`config.mk`:
```
export PLATFORM = sky130hd
export DESIGN_NAME = latched_display_multiplexer
export DESIGN_NICKNAME = d
export VERILOG_FILES = /design/src/display_pkg.sv /design/src/latched_display_multiplexer.sv /design/src/pair_buffer.sv /design/src/value_converter.sv
export SDC_FILE = /design/constraint.sdc
export NUM_CORES = 1
export LEC_CHECK = 0
export ABC_AREA = 1
export BUFFER_PORTS_ARGS = -buffer_cell sky130_fd_sc_hd__buf_2
export CAP_MARGIN = 25
export CORE_ASPECT_RATIO = 1.5
export CORE_MARGIN = 2
export CORE_UTILIZATION = 40
export DETAILED_ROUTE_END_ITERATION = 16
export GPL_ROUTABILITY_DRIVEN = 0
export SLEW_MARGIN = 20
export SYNTH_ARGS = -nofsm -noshare
export SYNTH_HDL_FRONTEND = slang
export SYNTH_HIERARCHICAL = 1
export SYNTH_SLANG_ARGS = --single-unit
```
`constraint.sdc`:
```
create_clock -name clk_sys -period 12 [get_ports clk_sys]
set_input_delay 1.2 -clock clk_sys [delete_from_list [all_inputs] [get_ports clk_sys]]
set_output_delay 1.2 -clock clk_sys [all_outputs]
set_load 0.01 [all_outputs]
```
`src/display_pkg.sv`:
```
// constants, register map and types shared by the display multiplexer
// assumes a 50 MHz system clock and an ahb-lite bus of 32-bit words
`default_nettype none
package display_pkg;
    // register byte offsets, decoded from the low address byte
    localparam int ADDR_W = 8;
    localparam logic [7:0] ADDR_CTRL = 8'h00;
    localparam logic [7:0] ADDR_VAL0 = 8'h04;
    localparam logic [7:0] ADDR_VAL1 = 8'h08;
    localparam logic [7:0] ADDR_STATUS = 8'h0c;
    // control fields
    localparam int CTRL_EN_BIT = 0;
    localparam int CTRL_CODE_LSB = 4;
    localparam int CODE_W = 3;
    localparam int CODE_TWO_BIT = 2;
    localparam int CODE_DINV_BIT = 1;
    localparam int CODE_SINV_BIT = 0;
    // status fields
    localparam int STAT_DONE_BIT = 0;
    localparam int STAT_RUN_BIT = 1;
    localparam int STAT_DIGIT_LSB = 8;
    localparam int STAT_PHASE_LSB = 12;
    // data widths
    localparam int VALUE_W = 16;
    localparam int WORD_W = 32;
    localparam int BUF_ENTRIES = 2;
    localparam logic [1:0] BUF_FULL = 2'h2;
    // sequencing: three ticks per digit, four digits per pass
    localparam logic [1:0] PHASE_SETUP = 2'h0;
    localparam logic [1:0] PHASE_LATCH = 2'h1;
    localparam logic [1:0] PHASE_HOLD = 2'h2;
    localparam logic [1:0] LAST_DIGIT = 2'h3;
    localparam logic [3:0] STEPS_PER_PASS = 4'hc;
    // ahb-lite
    localparam int HTRANS_ACT_BIT = 1;
    localparam logic HRESP_OKAY = 1'b0;
    typedef enum logic [1:0] {SEQ_IDLE, SEQ_RUN} seq_state_e;
endpackage
`default_nettype wire

```
`src/latched_display_multiplexer.sv`:
```
// time-multiplexed driver for one or two latched bcd display sets
// assumes scan_tick is a one-cycle pulse at least 10 ms apart
//
// Overview of operation
// - convert value 0 to bcd, show its four digits one after another
// - pulse one strobe per digit so each display digit latches its data
// - two-set mode also converts value 1 onto the second data group
// - the same four strobes latch both sets at once
// - codes 0-3 select one set, codes 4-7 select two sets
// - code bit 1 inverts data outputs, code bit 0 inverts strobes
// - data output level maps bcd ones according to data polarity
// - strobe active level follows strobe polarity
// - raise the completion flag after each full four-digit pass
// - one full pass takes exactly twelve sequencing ticks
// - repeat while enabled; disable aborts; re-enable starts at step one
// - one-set uses one value, two-set uses two; spare outputs reserved
// - set one comes from the first value word, set two from the next
//
// Added by the designer: the AHB-Lite interface to the registers and the address map.
`default_nettype none
module latched_display_multiplexer (
    // clock and reset
    input wire logic clk_sys,
    input wire logic rst,
    // ahb-lite slave
    input wire logic hsel,
    input wire logic [31:0] haddr,
    input wire logic [1:0] htrans,
    input wire logic hwrite,
    input wire logic [2:0] hsize,
    input wire logic [31:0] hwdata,
    input wire logic hready,
    output logic hreadyout,
    output logic hresp,
    output logic [31:0] hrdata,
    // sequencing tick
    input wire logic scan_tick,
    // display pins
    output logic [3:0] data_a,
    output logic [3:0] data_b,
    output logic [3:0] strobe,
    output logic pass_complete_flag
);
    typedef struct packed {
        display_pkg::seq_state_e seq;
        logic [1:0] digit;
        logic [1:0] phase;
        logic [31:0] bcd;
        logic [3:0] out_a;
        logic [3:0] out_b;
        logic [3:0] out_stb;
        logic dinv;
        logic sinv;
        logic done_pulse;
        logic done_sticky;
        logic enable;
        logic [2:0] code;
        logic [15:0] val0;
        logic [15:0] val1;
        logic ahb_act;
        logic ahb_wr;
        logic [7:0] ahb_addr;
        logic [31:0] rdata;
        logic [3:0] chk_ticks;
    } disp_s;

    disp_s st_reg;
    disp_s st_next;
    logic conv_valid;
    logic conv_ready;
    logic [31:0] conv_bcd;
    logic buf_valid;
    logic buf_pop;
    logic [31:0] buf_data;
    logic exec;
    logic at_start;
    logic [31:0] word;

    // pick the bcd digit of one set out of a converted word
    function automatic logic [3:0] nib(input logic [31:0] w, input logic set_b,
                                       input logic [1:0] d);
        return w[{set_b, d, 2'b00} +: 4];
    endfunction

    // strobe pattern of one digit before polarity
    function automatic logic [3:0] onehot(input logic [1:0] d);
        return 4'h1 << d;
    endfunction

    // conversion runs far ahead of the ticks; the buffer absorbs it
    value_converter u_conv (
        .clk_sys(clk_sys),
        .rst(rst),
        .value_a(st_reg.val0),
        .value_b(st_reg.val1),
        .out_valid(conv_valid),
        .out_ready(conv_ready),
        .out_bcd(conv_bcd)
    );

    // drained once per pass, so it fills and stalls the converter
    pair_buffer u_buf (
        .clk_sys(clk_sys),
        .rst(rst),
        .in_valid(conv_valid),
        .in_ready(conv_ready),
        .in_data(conv_bcd),
        .out_valid(buf_valid),
        .out_ready(buf_pop),
        .out_data(buf_data)
    );

    assign at_start = st_reg.digit == 2'h0 && st_reg.phase == display_pkg::PHASE_SETUP;

    // bus slave, then sequencer; hardware set of the flag comes last
    always_comb begin
        st_next = st_reg;
        st_next.done_pulse = 1'b0;
        buf_pop = 1'b0;
        exec = 1'b0;
        word = st_reg.bcd;
        // address phase: read data is captured here
        st_next.ahb_act = hsel && hready && htrans[display_pkg::HTRANS_ACT_BIT];
        if (st_next.ahb_act) begin
            st_next.ahb_wr = hwrite;
            st_next.ahb_addr = haddr[display_pkg::ADDR_W-1:0];
            st_next.rdata = '0;
            if (!hwrite) begin
                case (haddr[display_pkg::ADDR_W-1:0])
                    display_pkg::ADDR_CTRL: begin
                        st_next.rdata[display_pkg::CTRL_EN_BIT] = st_reg.enable;
                        st_next.rdata[display_pkg::CTRL_CODE_LSB +: display_pkg::CODE_W] =
                            st_reg.code;
                    end
                    display_pkg::ADDR_VAL0: begin
                        st_next.rdata[display_pkg::VALUE_W-1:0] = st_reg.val0;
                    end
                    display_pkg::ADDR_VAL1: begin
                        st_next.rdata[display_pkg::VALUE_W-1:0] = st_reg.val1;
                    end
                    display_pkg::ADDR_STATUS: begin
                        st_next.rdata[display_pkg::STAT_DONE_BIT] = st_reg.done_sticky;
                        st_next.rdata[display_pkg::STAT_RUN_BIT] =
                            st_reg.seq == display_pkg::SEQ_RUN;
                        st_next.rdata[display_pkg::STAT_DIGIT_LSB +: 2] = st_reg.digit;
                        st_next.rdata[display_pkg::STAT_PHASE_LSB +: 2] = st_reg.phase;
                    end
                    default: begin
                        st_next.rdata = '0;
                    end
                endcase
            end
        end
        // data phase: writes land here, unmapped ones are dropped
        if (st_reg.ahb_act && st_reg.ahb_wr) begin
            case (st_reg.ahb_addr)
                display_pkg::ADDR_CTRL: begin
                    st_next.enable = hwdata[display_pkg::CTRL_EN_BIT];
                    st_next.code = hwdata[display_pkg::CTRL_CODE_LSB +: display_pkg::CODE_W];
                end
                display_pkg::ADDR_VAL0: begin
                    st_next.val0 = hwdata[display_pkg::VALUE_W-1:0];
                end
                display_pkg::ADDR_VAL1: begin
                    st_next.val1 = hwdata[display_pkg::VALUE_W-1:0];
                end
                display_pkg::ADDR_STATUS: begin
                    if (hwdata[display_pkg::STAT_DONE_BIT]) begin
                        st_next.done_sticky = 1'b0;
                    end
                end
                default: begin
                    st_next.done_sticky = st_next.done_sticky;
                end
            endcase
        end
        // display sequencer
        case (st_reg.seq)
            display_pkg::SEQ_IDLE: begin
                // idle: strobes inactive, data at logic zero, next pass from step one
                st_next.digit = 2'h0;
                st_next.phase = display_pkg::PHASE_SETUP;
                st_next.dinv = st_reg.code[display_pkg::CODE_DINV_BIT];
                st_next.sinv = st_reg.code[display_pkg::CODE_SINV_BIT];
                st_next.out_a = {4{st_next.dinv}};
                st_next.out_b = {4{st_next.dinv}};
                st_next.out_stb = {4{st_next.sinv}};
                st_next.chk_ticks = 4'h0;
                if (st_reg.enable) begin
                    st_next.seq = display_pkg::SEQ_RUN;
                end
            end
            display_pkg::SEQ_RUN: begin
                if (!st_reg.enable) begin
                    st_next.seq = display_pkg::SEQ_IDLE;
                end else if (scan_tick && (!at_start || buf_valid)) begin
                    // a pass only starts once a fresh bcd word is ready
                    exec = 1'b1;
                    st_next.chk_ticks = st_reg.chk_ticks + 4'h1;
                    if (at_start) begin
                        buf_pop = 1'b1;
                        word = buf_data;
                        st_next.bcd = buf_data;
                        st_next.chk_ticks = 4'h1;
                    end
                    st_next.sinv = st_reg.code[display_pkg::CODE_SINV_BIT];
                    case (st_reg.phase)
                        display_pkg::PHASE_SETUP: begin
                            // data changes only while strobes are inactive
                            st_next.dinv = st_reg.code[display_pkg::CODE_DINV_BIT];
                            st_next.out_a = nib(word, 1'b0, st_reg.digit) ^
                                {4{st_next.dinv}};
                            st_next.out_b = {4{st_next.dinv}};
                            if (st_reg.code[display_pkg::CODE_TWO_BIT]) begin
                                st_next.out_b = nib(word, 1'b1, st_reg.digit) ^
                                    {4{st_next.dinv}};
                            end
                            st_next.out_stb = {4{st_next.sinv}};
                            st_next.phase = display_pkg::PHASE_LATCH;
                        end
                        display_pkg::PHASE_LATCH: begin
                            // one strobe serves both sets
                            st_next.out_stb = onehot(st_reg.digit) ^
                                {4{st_next.sinv}};
                            st_next.phase = display_pkg::PHASE_HOLD;
                        end
                        default: begin
                            st_next.out_stb = {4{st_next.sinv}};
                            st_next.phase = display_pkg::PHASE_SETUP;
                            st_next.digit = st_reg.digit + 2'h1;
                            if (st_reg.digit == display_pkg::LAST_DIGIT) begin
                                st_next.done_pulse = 1'b1;
                                st_next.done_sticky = 1'b1;
                            end
                        end
                    endcase
                end
            end
            default: begin
                st_next.seq = display_pkg::SEQ_IDLE;
            end
        endcase
    end

    always_ff @(posedge clk_sys) begin
        if (rst) begin
            st_reg <= '0;
        end else begin
            st_reg <= st_next;
        end
    end

    // zero-wait slave, always okay
    assign hreadyout = 1'b1;
    assign hresp = display_pkg::HRESP_OKAY;
    assign hrdata = st_reg.rdata;
    assign data_a = st_reg.out_a;
    assign data_b = st_reg.out_b;
    assign strobe = st_reg.out_stb;
    assign pass_complete_flag = st_reg.done_pulse;

    // logical view of the pins with the polarity in force removed
    logic [3:0] a_logic;
    logic [3:0] b_logic;
    logic [3:0] stb_logic;
    assign a_logic = st_reg.out_a ^ {4{st_reg.dinv}};
    assign b_logic = st_reg.out_b ^ {4{st_reg.dinv}};
    assign stb_logic = st_reg.out_stb ^ {4{st_reg.sinv}};
endmodule
`default_nettype wire

```
`src/pair_buffer.sv`:
```
// two-entry word buffer with valid/ready on both sides
// assumes the drain side may stall for any number of cycles
`default_nettype none
module pair_buffer (
    // clock and reset
    input wire logic clk_sys,
    input wire logic rst,
    // fill side
    input wire logic in_valid,
    output logic in_ready,
    input wire logic [31:0] in_data,
    // drain side
    output logic out_valid,
    input wire logic out_ready,
    output logic [31:0] out_data
);
    typedef struct packed {
        logic [display_pkg::BUF_ENTRIES-1:0][31:0] mem;
        logic [1:0] count;
        logic wr_ptr;
        logic rd_ptr;
    } buf_s;

    buf_s st_reg;
    buf_s st_next;
    logic push;
    logic pop;

    // full and empty come straight from the count
    assign in_ready = st_reg.count != display_pkg::BUF_FULL;
    assign out_valid = st_reg.count != 2'h0;
    assign out_data = st_reg.mem[st_reg.rd_ptr];
    assign push = in_valid && in_ready;
    assign pop = out_valid && out_ready;

    always_comb begin
        st_next = st_reg;
        if (push) begin
            st_next.mem[st_reg.wr_ptr] = in_data;
            st_next.wr_ptr = !st_reg.wr_ptr;
        end
        if (pop) begin
            st_next.rd_ptr = !st_reg.rd_ptr;
        end
        case ({push, pop})
            2'b10: st_next.count = st_reg.count + 2'h1;
            2'b01: st_next.count = st_reg.count - 2'h1;
            default: st_next.count = st_reg.count;
        endcase
    end

    always_ff @(posedge clk_sys) begin
        if (rst) begin
            st_reg <= '0;
        end else begin
            st_reg <= st_next;
        end
    end
endmodule
`default_nettype wire

```
`src/value_converter.sv`:
```
// binary to bcd stage for both display sets, with a valid/ready output
// assumes input values stay within 0 to 9999; larger values wrap
`default_nettype none
module value_converter (
    // clock and reset
    input wire logic clk_sys,
    input wire logic rst,
    // binary values
    input wire logic [15:0] value_a,
    input wire logic [15:0] value_b,
    // bcd word out, set b in the upper half
    output logic out_valid,
    input wire logic out_ready,
    output logic [31:0] out_bcd
);
    typedef struct packed {
        logic valid;
        logic [31:0] bcd;
    } conv_s;

    conv_s st_reg;
    conv_s st_next;

    // shift-and-add-three, one pass per input bit
    function automatic logic [15:0] to_bcd(input logic [15:0] bin);
        logic [19:0] acc;
        acc = '0;
        for (int i = 15; i >= 0; i--) begin
            for (int d = 0; d < 5; d++) begin
                if (acc[d*4 +: 4] > 4'h4) begin
                    acc[d*4 +: 4] = acc[d*4 +: 4] + 4'h3;
                end
            end
            acc = {acc[18:0], bin[i]};
        end
        return acc[15:0];
    endfunction

    // refresh the snapshot whenever the buffer takes the last one
    always_comb begin
        st_next = st_reg;
        if (!st_reg.valid || out_ready) begin
            st_next.valid = 1'b1;
            st_next.bcd = {to_bcd(value_b), to_bcd(value_a)};
        end
    end

    always_ff @(posedge clk_sys) begin
        if (rst) begin
            st_reg <= '0;
        end else begin
            st_reg <= st_next;
        end
    end

    assign out_valid = st_reg.valid;
    assign out_bcd = st_reg.bcd;
endmodule
`default_nettype wire
```
== After elaboration in Yosys (flattened, before gate mapping) ==
Cells that the tools add are included.

* Flip-flop bits (word level): 231
* Logic and storage cells: 399
* Output and inout bits: 47
* Input bits: 75

* Reduce and logical (&&, ||, !) cells: 32
* Shift operators: 3
* Mux-type cells: 174
* Equality and inequality tests: 18
* Order comparisons: 71
* Bitwise gates (word level): 6
* Add/sub/neg operators: 71

{| class="wikitable"
|+ Operators by type and width
! operator !! count
|-
| two-way mux 4 bit || 117
|-
| > comparator 4 x 3 -> 1 bit, second input constant || 60
|-
| two-way mux 32 bit || 7
|-
| adder 4 x 2 -> 4 bit, second input constant || 54
|-
| two-way mux 52 bit || 2
|-
| bitwise mux 64 bit || 1
|-
| two-way mux 16 bit || 3
|-
| two-way mux 3 bit || 14
|-
| two-way mux 37 bit || 1
|-
| demux 32 bit (select 1 bit) || 1
|-
| equality test 8 x 4 -> 1 bit, second input constant || 4
|-
| indexed part select 32 x 5 -> 4 bit || 1
|-
| indexed part select 32 x 6 -> 4 bit || 1
|-
| one-hot mux 14 bit (2 select lines) || 1
|-
| adder 3 x 2 -> 3 bit, second input constant || 8
|-
| adder 3 x 2 -> 4 bit, second input constant || 6
|-
| > comparator 3 bit, second input constant || 8
|-
| one-hot mux 2 bit (2 select lines) || 6
|-
| equality test 8 x 3 -> 1 bit, second input constant || 2
|-
| zero test 8 bit || 2
|-
| != test 2 bit, second input constant || 6
|-
| one-hot mux 2 bit (3 select lines) || 2
|-
| XOR 4 bit || 3
|-
| two-way mux 2 bit || 5
|-
| 26 further kinds || 60
|}

== Depth between registers and ports, before layout ==
Gate-level depths: netlist of run 1.

* Word-level depth: 38
* Depth in mapped cells: 72
* Gate-level depth less buffers: 72

== Cells and area by module ==
Netlist of run 1, hierarchy kept.

{| class="wikitable"
|+ Modules (own cells, without submodules)
! module !! seq. area each (sq um) !! times used !! area an instance (sq um) !! cells an instance
|-
| value_converter || 660.6 || 1 || 7832.5 || 1448
|-
| latched_display_multiplexer || 2262.2 || 1 || 5713.0 || 820
|-
| pair_buffer || 1361.3 || 1 || 3729.8 || 620
|}

== Worst setup path after synthesis of run 1 ==
No wires, ideal clock.

* Path type: reg-to-reg
* From: reg st_reg[75] (netlist name)
* To: reg u_conv.st_reg, in the netlist u_conv/out_bcd[13]
* Arrival: 6477 ps
* Library setup time: 66 ps
* Period minus slack after synthesis: 6544 ps
* Data required time: 11934 ps
* Path buffers: 0
* Stages on the path, launching flop included: 61
* Setup slack: 5456 ps
* Cells stage by stage: dfxtp_1 -> inv_1 -> ha_1 -> inv_1 -> ha_1 -> xnor2_1 -> nand2_2 -> nand2_1 -> nand2_1 -> o21ai_2 -> nand3_4 -> or2_1 -> nand2_1 -> ha_1 -> inv_1 -> ha_1 -> o21ai_1 -> inv_1 -> [... 25 more ...] -> nand2_2 -> nand2_1 -> nand2_2 -> nand2_4 -> nand2_4 -> nand2_2 -> nand2_1 -> nand2_1 -> nand2_1 -> nand2_2 -> nand2_1 -> o21ai_1 -> ha_1 -> inv_1 -> nand2_1 -> nand2_1 -> or2_1 -> a21oi_2

{| class="wikitable"
|+ RTL lines
! element !! line !! RTL
|-
| end signal: assignment || value_converter.sv:52 || <nowiki>st_reg <= st_next;</nowiki>
|-
| end: declaration || value_converter.sv:21 || <nowiki>conv_s st_reg;</nowiki>
|}

==> results.py, run 1 <==
metrics = {
    "place": {
        "hpwlAfterDp_mm": 31.4,
        "port-buffer-count": 59,
    },
    "clock_network": {
        "cts_buffer_depth": 3,
        "cts.repair.resized": 0,
        "hold_buffers": 0,
        "cts_buffers": 23,
        "cts.clk_slew.worst_paths_ps": 60,
        "cts_htree_levels": 1,
        "tritoncts": "yes",
        "post_cts_buffers": 0,
        "cts_root_buffer": "clkbuf_16",
        "clkLatencyLatePin_ps": 540,
        "cts.sinks": 214,
    },
    "synthesis": {
        "synthXorXnorAreaFrac_pct": 1.39,
        "ys_seq_elements": 214,
        "synth_top_area_share_pct": 24.8,
        "synth_ff_type": "dfxtp_1",
        "synth_top_family_by_area": "simple AND/OR/NAND/NOR gates",
        "yosys.area_share.simple_pct": 41.7,
        "synthCells": 2888,
        "synthArstFlopShare_pct": 0,
        "synth_area_leaders": "dfxtp_1 25%, nand2_1 18%, inv_1 9.9%",
        "seq_area_frac_synth_pct": 24.8,
        "yosys_warnings": 6,
        "synthTopCellsByCount": "843 x nand2_1, 454 x inv_1, 247 x nand3_1, 214 x dfxtp_1, 207 x nor2_1",
        "yosys.cell_types.count": 54,
        "synth.most_common_cell": "nand2_1",
        "synthMuxAreaShare_pct": 0,
        "avgSynthCellArea_um2": 5.98,
        "synth_fa_ha_area_share_pct": 3.84,
        "yosys.area.top_type": "dfxtp_1",
        "synth_compound_area_share_pct": 12.9,
        "synth_edf_count": 0,
        "synth.cell_area_um2": 17300,
    },
    "outcome": {
        "status": "finished, final reports clean",
    },
    "floorplanning": {
        "dieArea_um2": 44900,
        "io-pin-count": 122,
        "die_h_um": 259,
        "fp.dieW_um": 174,
        "start_util_pct": 40.3,
        "core_um2": 42800,
        "placement_rows": 93,
    },
    "detailed_routing": {
        "drt_iter0_drc": 950,
        "ant_nets": 0,
        "routed_wl_mm": 42.6,
        "routed-via-count": 16747,
        "dr.pass1.iters": 6,
        "routedWlPerCell_um": 12.3,
        "drc_errors": 0,
        "vias_per_cell": 4.85,
    },
    "layout": {
        "nFillCells": 4616,
        "drive_gt1_share_pct": 12.2,
        "fin_util_pct": 42.9,
        "largest_reg_flops": 84,
        "fin_nets": 2992,
        "syn2layout_area_growth_pct": 6.35,
    },
    "setup_path": {
        "critPathLaunchType": "register",
        "path_class": "register to register",
        "cp.required_ps": 12460,
        "critPathMaxStageDelay_ps": 530,
        "cp_max_fo": 6,
        "end_kind": "register",
        "cpMaxStageDelayCell": "dfxtp_1",
        "cpMostUsedCell": "nand2_1",
        "worstPathArrival_ps": 8090,
    },
    "sta": {
        "hold_viol": 0,
        "fin_crit_sh_pct": 63.6,
        "grt_setup_unrepaired": "false",
        "fin_crit_ps": 7630,
        "fmax_mhz": 131,
        "tightest_slew_ps": 1020,
        "fin_skew_ps": 26.4,
        "max_slew_margin_pct": 31.3,
        "fin_setup_tns_ps": 0,
        "slew_viol_final": 0,
        "setup_viol": 0,
    },
    "hold_path": {
        "hold_class": "register to register",
    },
    "grt": {
        "grt_start_max_net_pins": 69,
        "antenna_found_initial": 2,
        "grt_first_pass_wirelength_mm": 71.3,
        "overflow": 0,
        "grt_pass1_vias": 15482,
        "grt_usage_pct": 18.7,
    },
    "flow_run": {
        "drv_cap": 0,
    },
    "power_and_ir_drop": {
        "total_power_w": 0.00172,
        "vdd_drop_max_uv": 84.0,
        "p_leak_nw": 9.77,
        "powerDensity_nw_per_um2": 93.7,
    },
}
cell families (layout without fill, tap and decap cells):
family | after synthesis | in the layout
simple gates | 1576 | 1576
buf+inv | 631 | 607
compound gates | 388 | 388
flops | 214 | 214
fa+ha+maj | 53 | 53
xor+xnor | 24 | 24
other cells | 2 | 20
area by class of cell:
class / instances / area (um^2) / share of cell area [%]
well taps: 570 / 713 / 3.88
multi-input cells: 2059 / 10400 / 56.6
clock buffers: 34 / 647 / 3.52
inverters: 494 / 1860 / 10.1
diodes: 2 / 5.00 / 0.0272
repair buffers: 72 / 409 / 2.23
clock inverters: 7 / 56.3 / 0.306
flip-flops and latches: 214 / 4290 / 23.3
critical path: cells and delay by family, from the launching register on:
family | cells | cell delay (ps)
fa+ha+maj | 6 | 1340
compound gates | 7 | 910
simple gates | 40 | 3960
buf+inv | 9 | 740
flops | 1 | 530
where the power goes:
part           switching (W)  internal (W)  total [W]  leakage (nW)
combinational       0.000206     0.0000869   0.000293          7.69
clock               0.000301      0.000378   0.000678         0.350
sequential         0.0000130      0.000737   0.000750          1.74
layout by cell type (no fill, tap or decap), types with 8 or more instances in the layout:
cell       instances
clkbuf_16         23
nand3_2           23
inv_2             37
nand4_1           82
buf_4             11
nand2_2          108
dfxtp_1          212
o21ai_1           18
o211ai_1          17
nand3_1          247
xor2_1            15
nand3b_1           9
clkbuf_1           8
o21ai_0          187
ha_1              53
a21oi_2           11
inv_1            452
nand2_1          843
nor2_1           207
o21bai_1          10
o21ai_2           18
buf_2             59
conb_1            18
nand2_4           29
a21oi_1          102
through the flow:
stage                     std cells  setup WS (ps)  hold WS [ps]  area [um^2]
after global routing           3452           3290           474        18400
after CTS                      3450           4270           449        18400
after floorplan                2904           5460           424        17300
after global placement         3407           4690           439        17600
after detailed placement       3409           4340           440        17700
final                          3452           4370           447        18400
worst paths after layout:
kind / from / end / slack, ps / cells after the start
setup / recovery: st_reg[75]$_SDFFE_PP0P_ / u_conv/out_bcd[13]$_SDFFE_PP0P_ / 4370 / 62
hold / removal: st_reg[37]$_SDFFE_PP0P_ / st_reg[37]$_SDFFE_PP0P_ / 450 / 2
setup reg to reg: st_reg[75]$_SDFFE_PP0P_ / u_conv/out_bcd[13]$_SDFFE_PP0P_ / 4370 / 62
hold reg to reg: st_reg[37]$_SDFFE_PP0P_ / st_reg[37]$_SDFFE_PP0P_ / 450 / 2
layer usage:
metal | routed length, um | track usage (%) | up-vias
met5 | 0 | 0 | -
met2 | 22300 | 36.8 | 240
met1 | 17500 | 20.5 | 7489
li1 | - | - | 8952
met3 | 1100 | 1.28 | 66
met4 | 1700 | 8.10 | 0
No activity file was read; power rests on OpenSTA's default activity.
==> inputs of run 2 (changes only) <==
Clock period 12 ns to 6.74 ns, I/O delays scaled along.
==> results.py, run 2 (synthesis gave the netlist of run 1 again) <==
metrics = {
    "outcome": {
        "status": "finished, final reports clean",
    },
    "floorplanning": {
        "die_h_um": 259,
        "core_um2": 42800,
        "start_util_pct": 40.3,
        "fp.dieW_um": 174,
        "dieArea_um2": 44900,
        "placement_rows": 93,
        "io-pin-count": 122,
    },
    "setup_path": {
        "r2r-end": "u_conv/out_bcd[4]$_SDFFE_PP0P_",
        "cp.required_ps": 7190,
        "cpMostUsedCell": "nand2_4",
        "r2r_start": "st_reg[76]$_SDFFE_PP0P_",
        "reg2reg_slack_ps": 240,
        "critPathMaxStageDelay_ps": 320,
        "cpMaxStageDelayCell": "dfxtp_2",
        "cp_max_fo": 5,
        "end_kind": "register",
        "path_class": "register to register",
        "reg2regPathDepth": 66,
        "worstPathArrival_ps": 6950,
        "critPathLaunchType": "register",
    },
    "layout": {
        "final_cell_mix": "667 x nand2_1, 406 x inv_1, 284 x buf_4",
        "postLayoutCellArea_um2": 22900,
        "drive_gt1_share_pct": 31.9,
        "syn2layout_area_growth_pct": 32.8,
        "fin_nets": 3281,
        "final_common_cell": "nand2_1",
        "n_antenna_cell": 0,
        "largest_reg_flops": 84,
    },
    "detailed_routing": {
        "routed_wl_mm": 48.7,
        "routedWlPerCell_um": 13.0,
        "vias_per_cell": 4.87,
        "dr.pass1.iters": 8,
        "drc_errors": 0,
        "routed-via-count": 18224,
        "ant_nets": 0,
        "drt_iter0_drc": 802,
    },
    "sta": {
        "max_slew_margin_pct": 42.0,
        "fin_skew_ps": 26.4,
        "hold_viol": 0,
        "hold-worst-slack_ps": 399,
        "fin_crit_ps": 6500,
        "fin_crit_sh_pct": 96.4,
        "tightest_slew_ps": 867,
        "fin_setup_tns_ps": 0,
        "grt_setup_unrepaired": "true",
        "fmax_mhz": 154,
        "slew_viol_final": 0,
        "setup_viol": 0,
    },
    "power_and_ir_drop": {
        "total_power_w": 0.00325,
        "share_comb_of_total_power_pct": 16.4,
        "netSwitchingFraction_pct": 28.7,
        "power_frac_seq_pct": 41.3,
        "vdd_drop_max_uv": 188,
        "p_leak_nw": 11.9,
        "powerDensity_nw_per_um2": 142,
        "p_sw_w": 0.000932,
        "clkPwrFrac_pct": 42.3,
        "internal-power_w": 0.00232,
    },
    "grt": {
        "overflow": 0,
        "antenna_found_initial": 0,
        "grt_usage_pct": 19.8,
        "grt_start_max_net_pins": 86,
        "grt_first_pass_wirelength_mm": 75.8,
        "grt_pass1_vias": 16553,
    },
    "clock_network": {
        "cts_buffer_depth": 3,
        "cts_htree_levels": 1,
        "clkLatencyLatePin_ps": 540,
        "tritoncts": "yes",
        "cts_buffers": 23,
        "cts_root_buffer": "clkbuf_16",
        "cts.sinks": 214,
        "cts.clk_slew.worst_paths_ps": 60,
        "hold_buffers": 0,
    },
    "hold_path": {
        "min_to": "st_reg[63]$_SDFFE_PP0P_",
        "hold_depth": 3,
        "hold_class": "primary input to register",
        "hold_start": "hwdata[1]",
    },
    "flow_run": {
        "drv_cap": 0,
    },
    "place": {
        "postPlaceCellArea_um2": 19000,
        "port-buffer-count": 59,
        "hpwlAfterDp_mm": 33.2,
    },
}
run 2: area by class of cell:
class / instances / area, um^2
Clock inverter: 11 / 170
Sequential cell: 214 / 4290
Fill cell: 4236 / 19900
Inverter: 494 / 1890
Timing Repair Buffer: 361 / 2670
Multi-Input combinational cell: 2059 / 12600
Clock buffer: 30 / 652
Tap cell: 570 / 713
run 2: critical path: cells and delay by family, from the launching register on:
| family | cells | cell delay [ps] |
|---|---|---|
| AOI/OAI and AO/OA | 3 | 420 |
| xor gates and xnor gates | 1 | 220 |
| adders and majority gates | 6 | 960 |
| buffers and inverters | 12 | 750 |
| DFF | 1 | 320 |
| and+or+nand+nor | 44 | 3710 |
run 2: power by group through the flow:
stage / Clock [W] / Combinational (W) / Sequential (W)
after global routing: 0.00145 / 0.000608 / 0.00135
final: 0.00137 / 0.000534 / 0.00134
after CTS: 0.00140 / 0.000523 / 0.00134
after detailed placement: 0 / 0.000517 / 0.00137
after global placement: 0 / 0.000508 / 0.00137
after floorplan: 0 / 0.000422 / 0.00136
run 2: worst max-delay path by stage:
stage	start	to	slack, ps	depth (start not counted)
after floorplan	st_reg[75]$_SDFFE_PP0P_	u_conv/out_bcd[13]$_SDFFE_PP0P_	200	60
after global routing	st_reg[59]$_SDFFE_PP0P_	u_conv/out_bcd[22]$_SDFFE_PP0P_	-230	67
after detailed placement	st_reg[75]$_SDFFE_PP0P_	u_conv/out_bcd[9]$_SDFFE_PP0P_	-350	63
final	st_reg[76]$_SDFFE_PP0P_	u_conv/out_bcd[4]$_SDFFE_PP0P_	240	66
after CTS	st_reg[75]$_SDFFE_PP0P_	u_conv/out_bcd[9]$_SDFFE_PP0P_	-8	60
after global placement	st_reg[75]$_SDFFE_PP0P_	u_conv/out_bcd[9]$_SDFFE_PP0P_	-90	61
run 2: routing by layer:
| metal | vias to the layer above | GRT usage, % | share of wire, % | wire, um |
|---|---|---|---|---|
| li1 | 9529 | - | - | - |
| met1 | 8374 | 21.2 | 39 | 18900 |
| met2 | 245 | 40.1 | 55 | 26700 |
| met3 | 76 | 1.48 | 2.5 | 1210 |
| met4 | 0 | 7.03 | 3.9 | 1920 |
| met5 | - | 0 | 0 | 0 |
run 2: what timing repair did:
item,4_1_cts,5_1_grt
endpoints found under the hold margin,0,0
pin swaps,42,210
endpoints found under the setup margin,30,30
cloned,0,0
setup buffers,15,92
resized for setup,90,485
run 2: per-stage QoR:
stage / instances / setup WS [ps] / utilization [%]
finish: 3739 / 239 / 53.6
detailed placement: 3590 / -351 / 44.5
global placement: 3587 / -89.0 / 44.3
global route: 3739 / -225 / 53.6
CTS: 3646 / -7.50 / 47.4
floorplan: 2904 / 196 / -
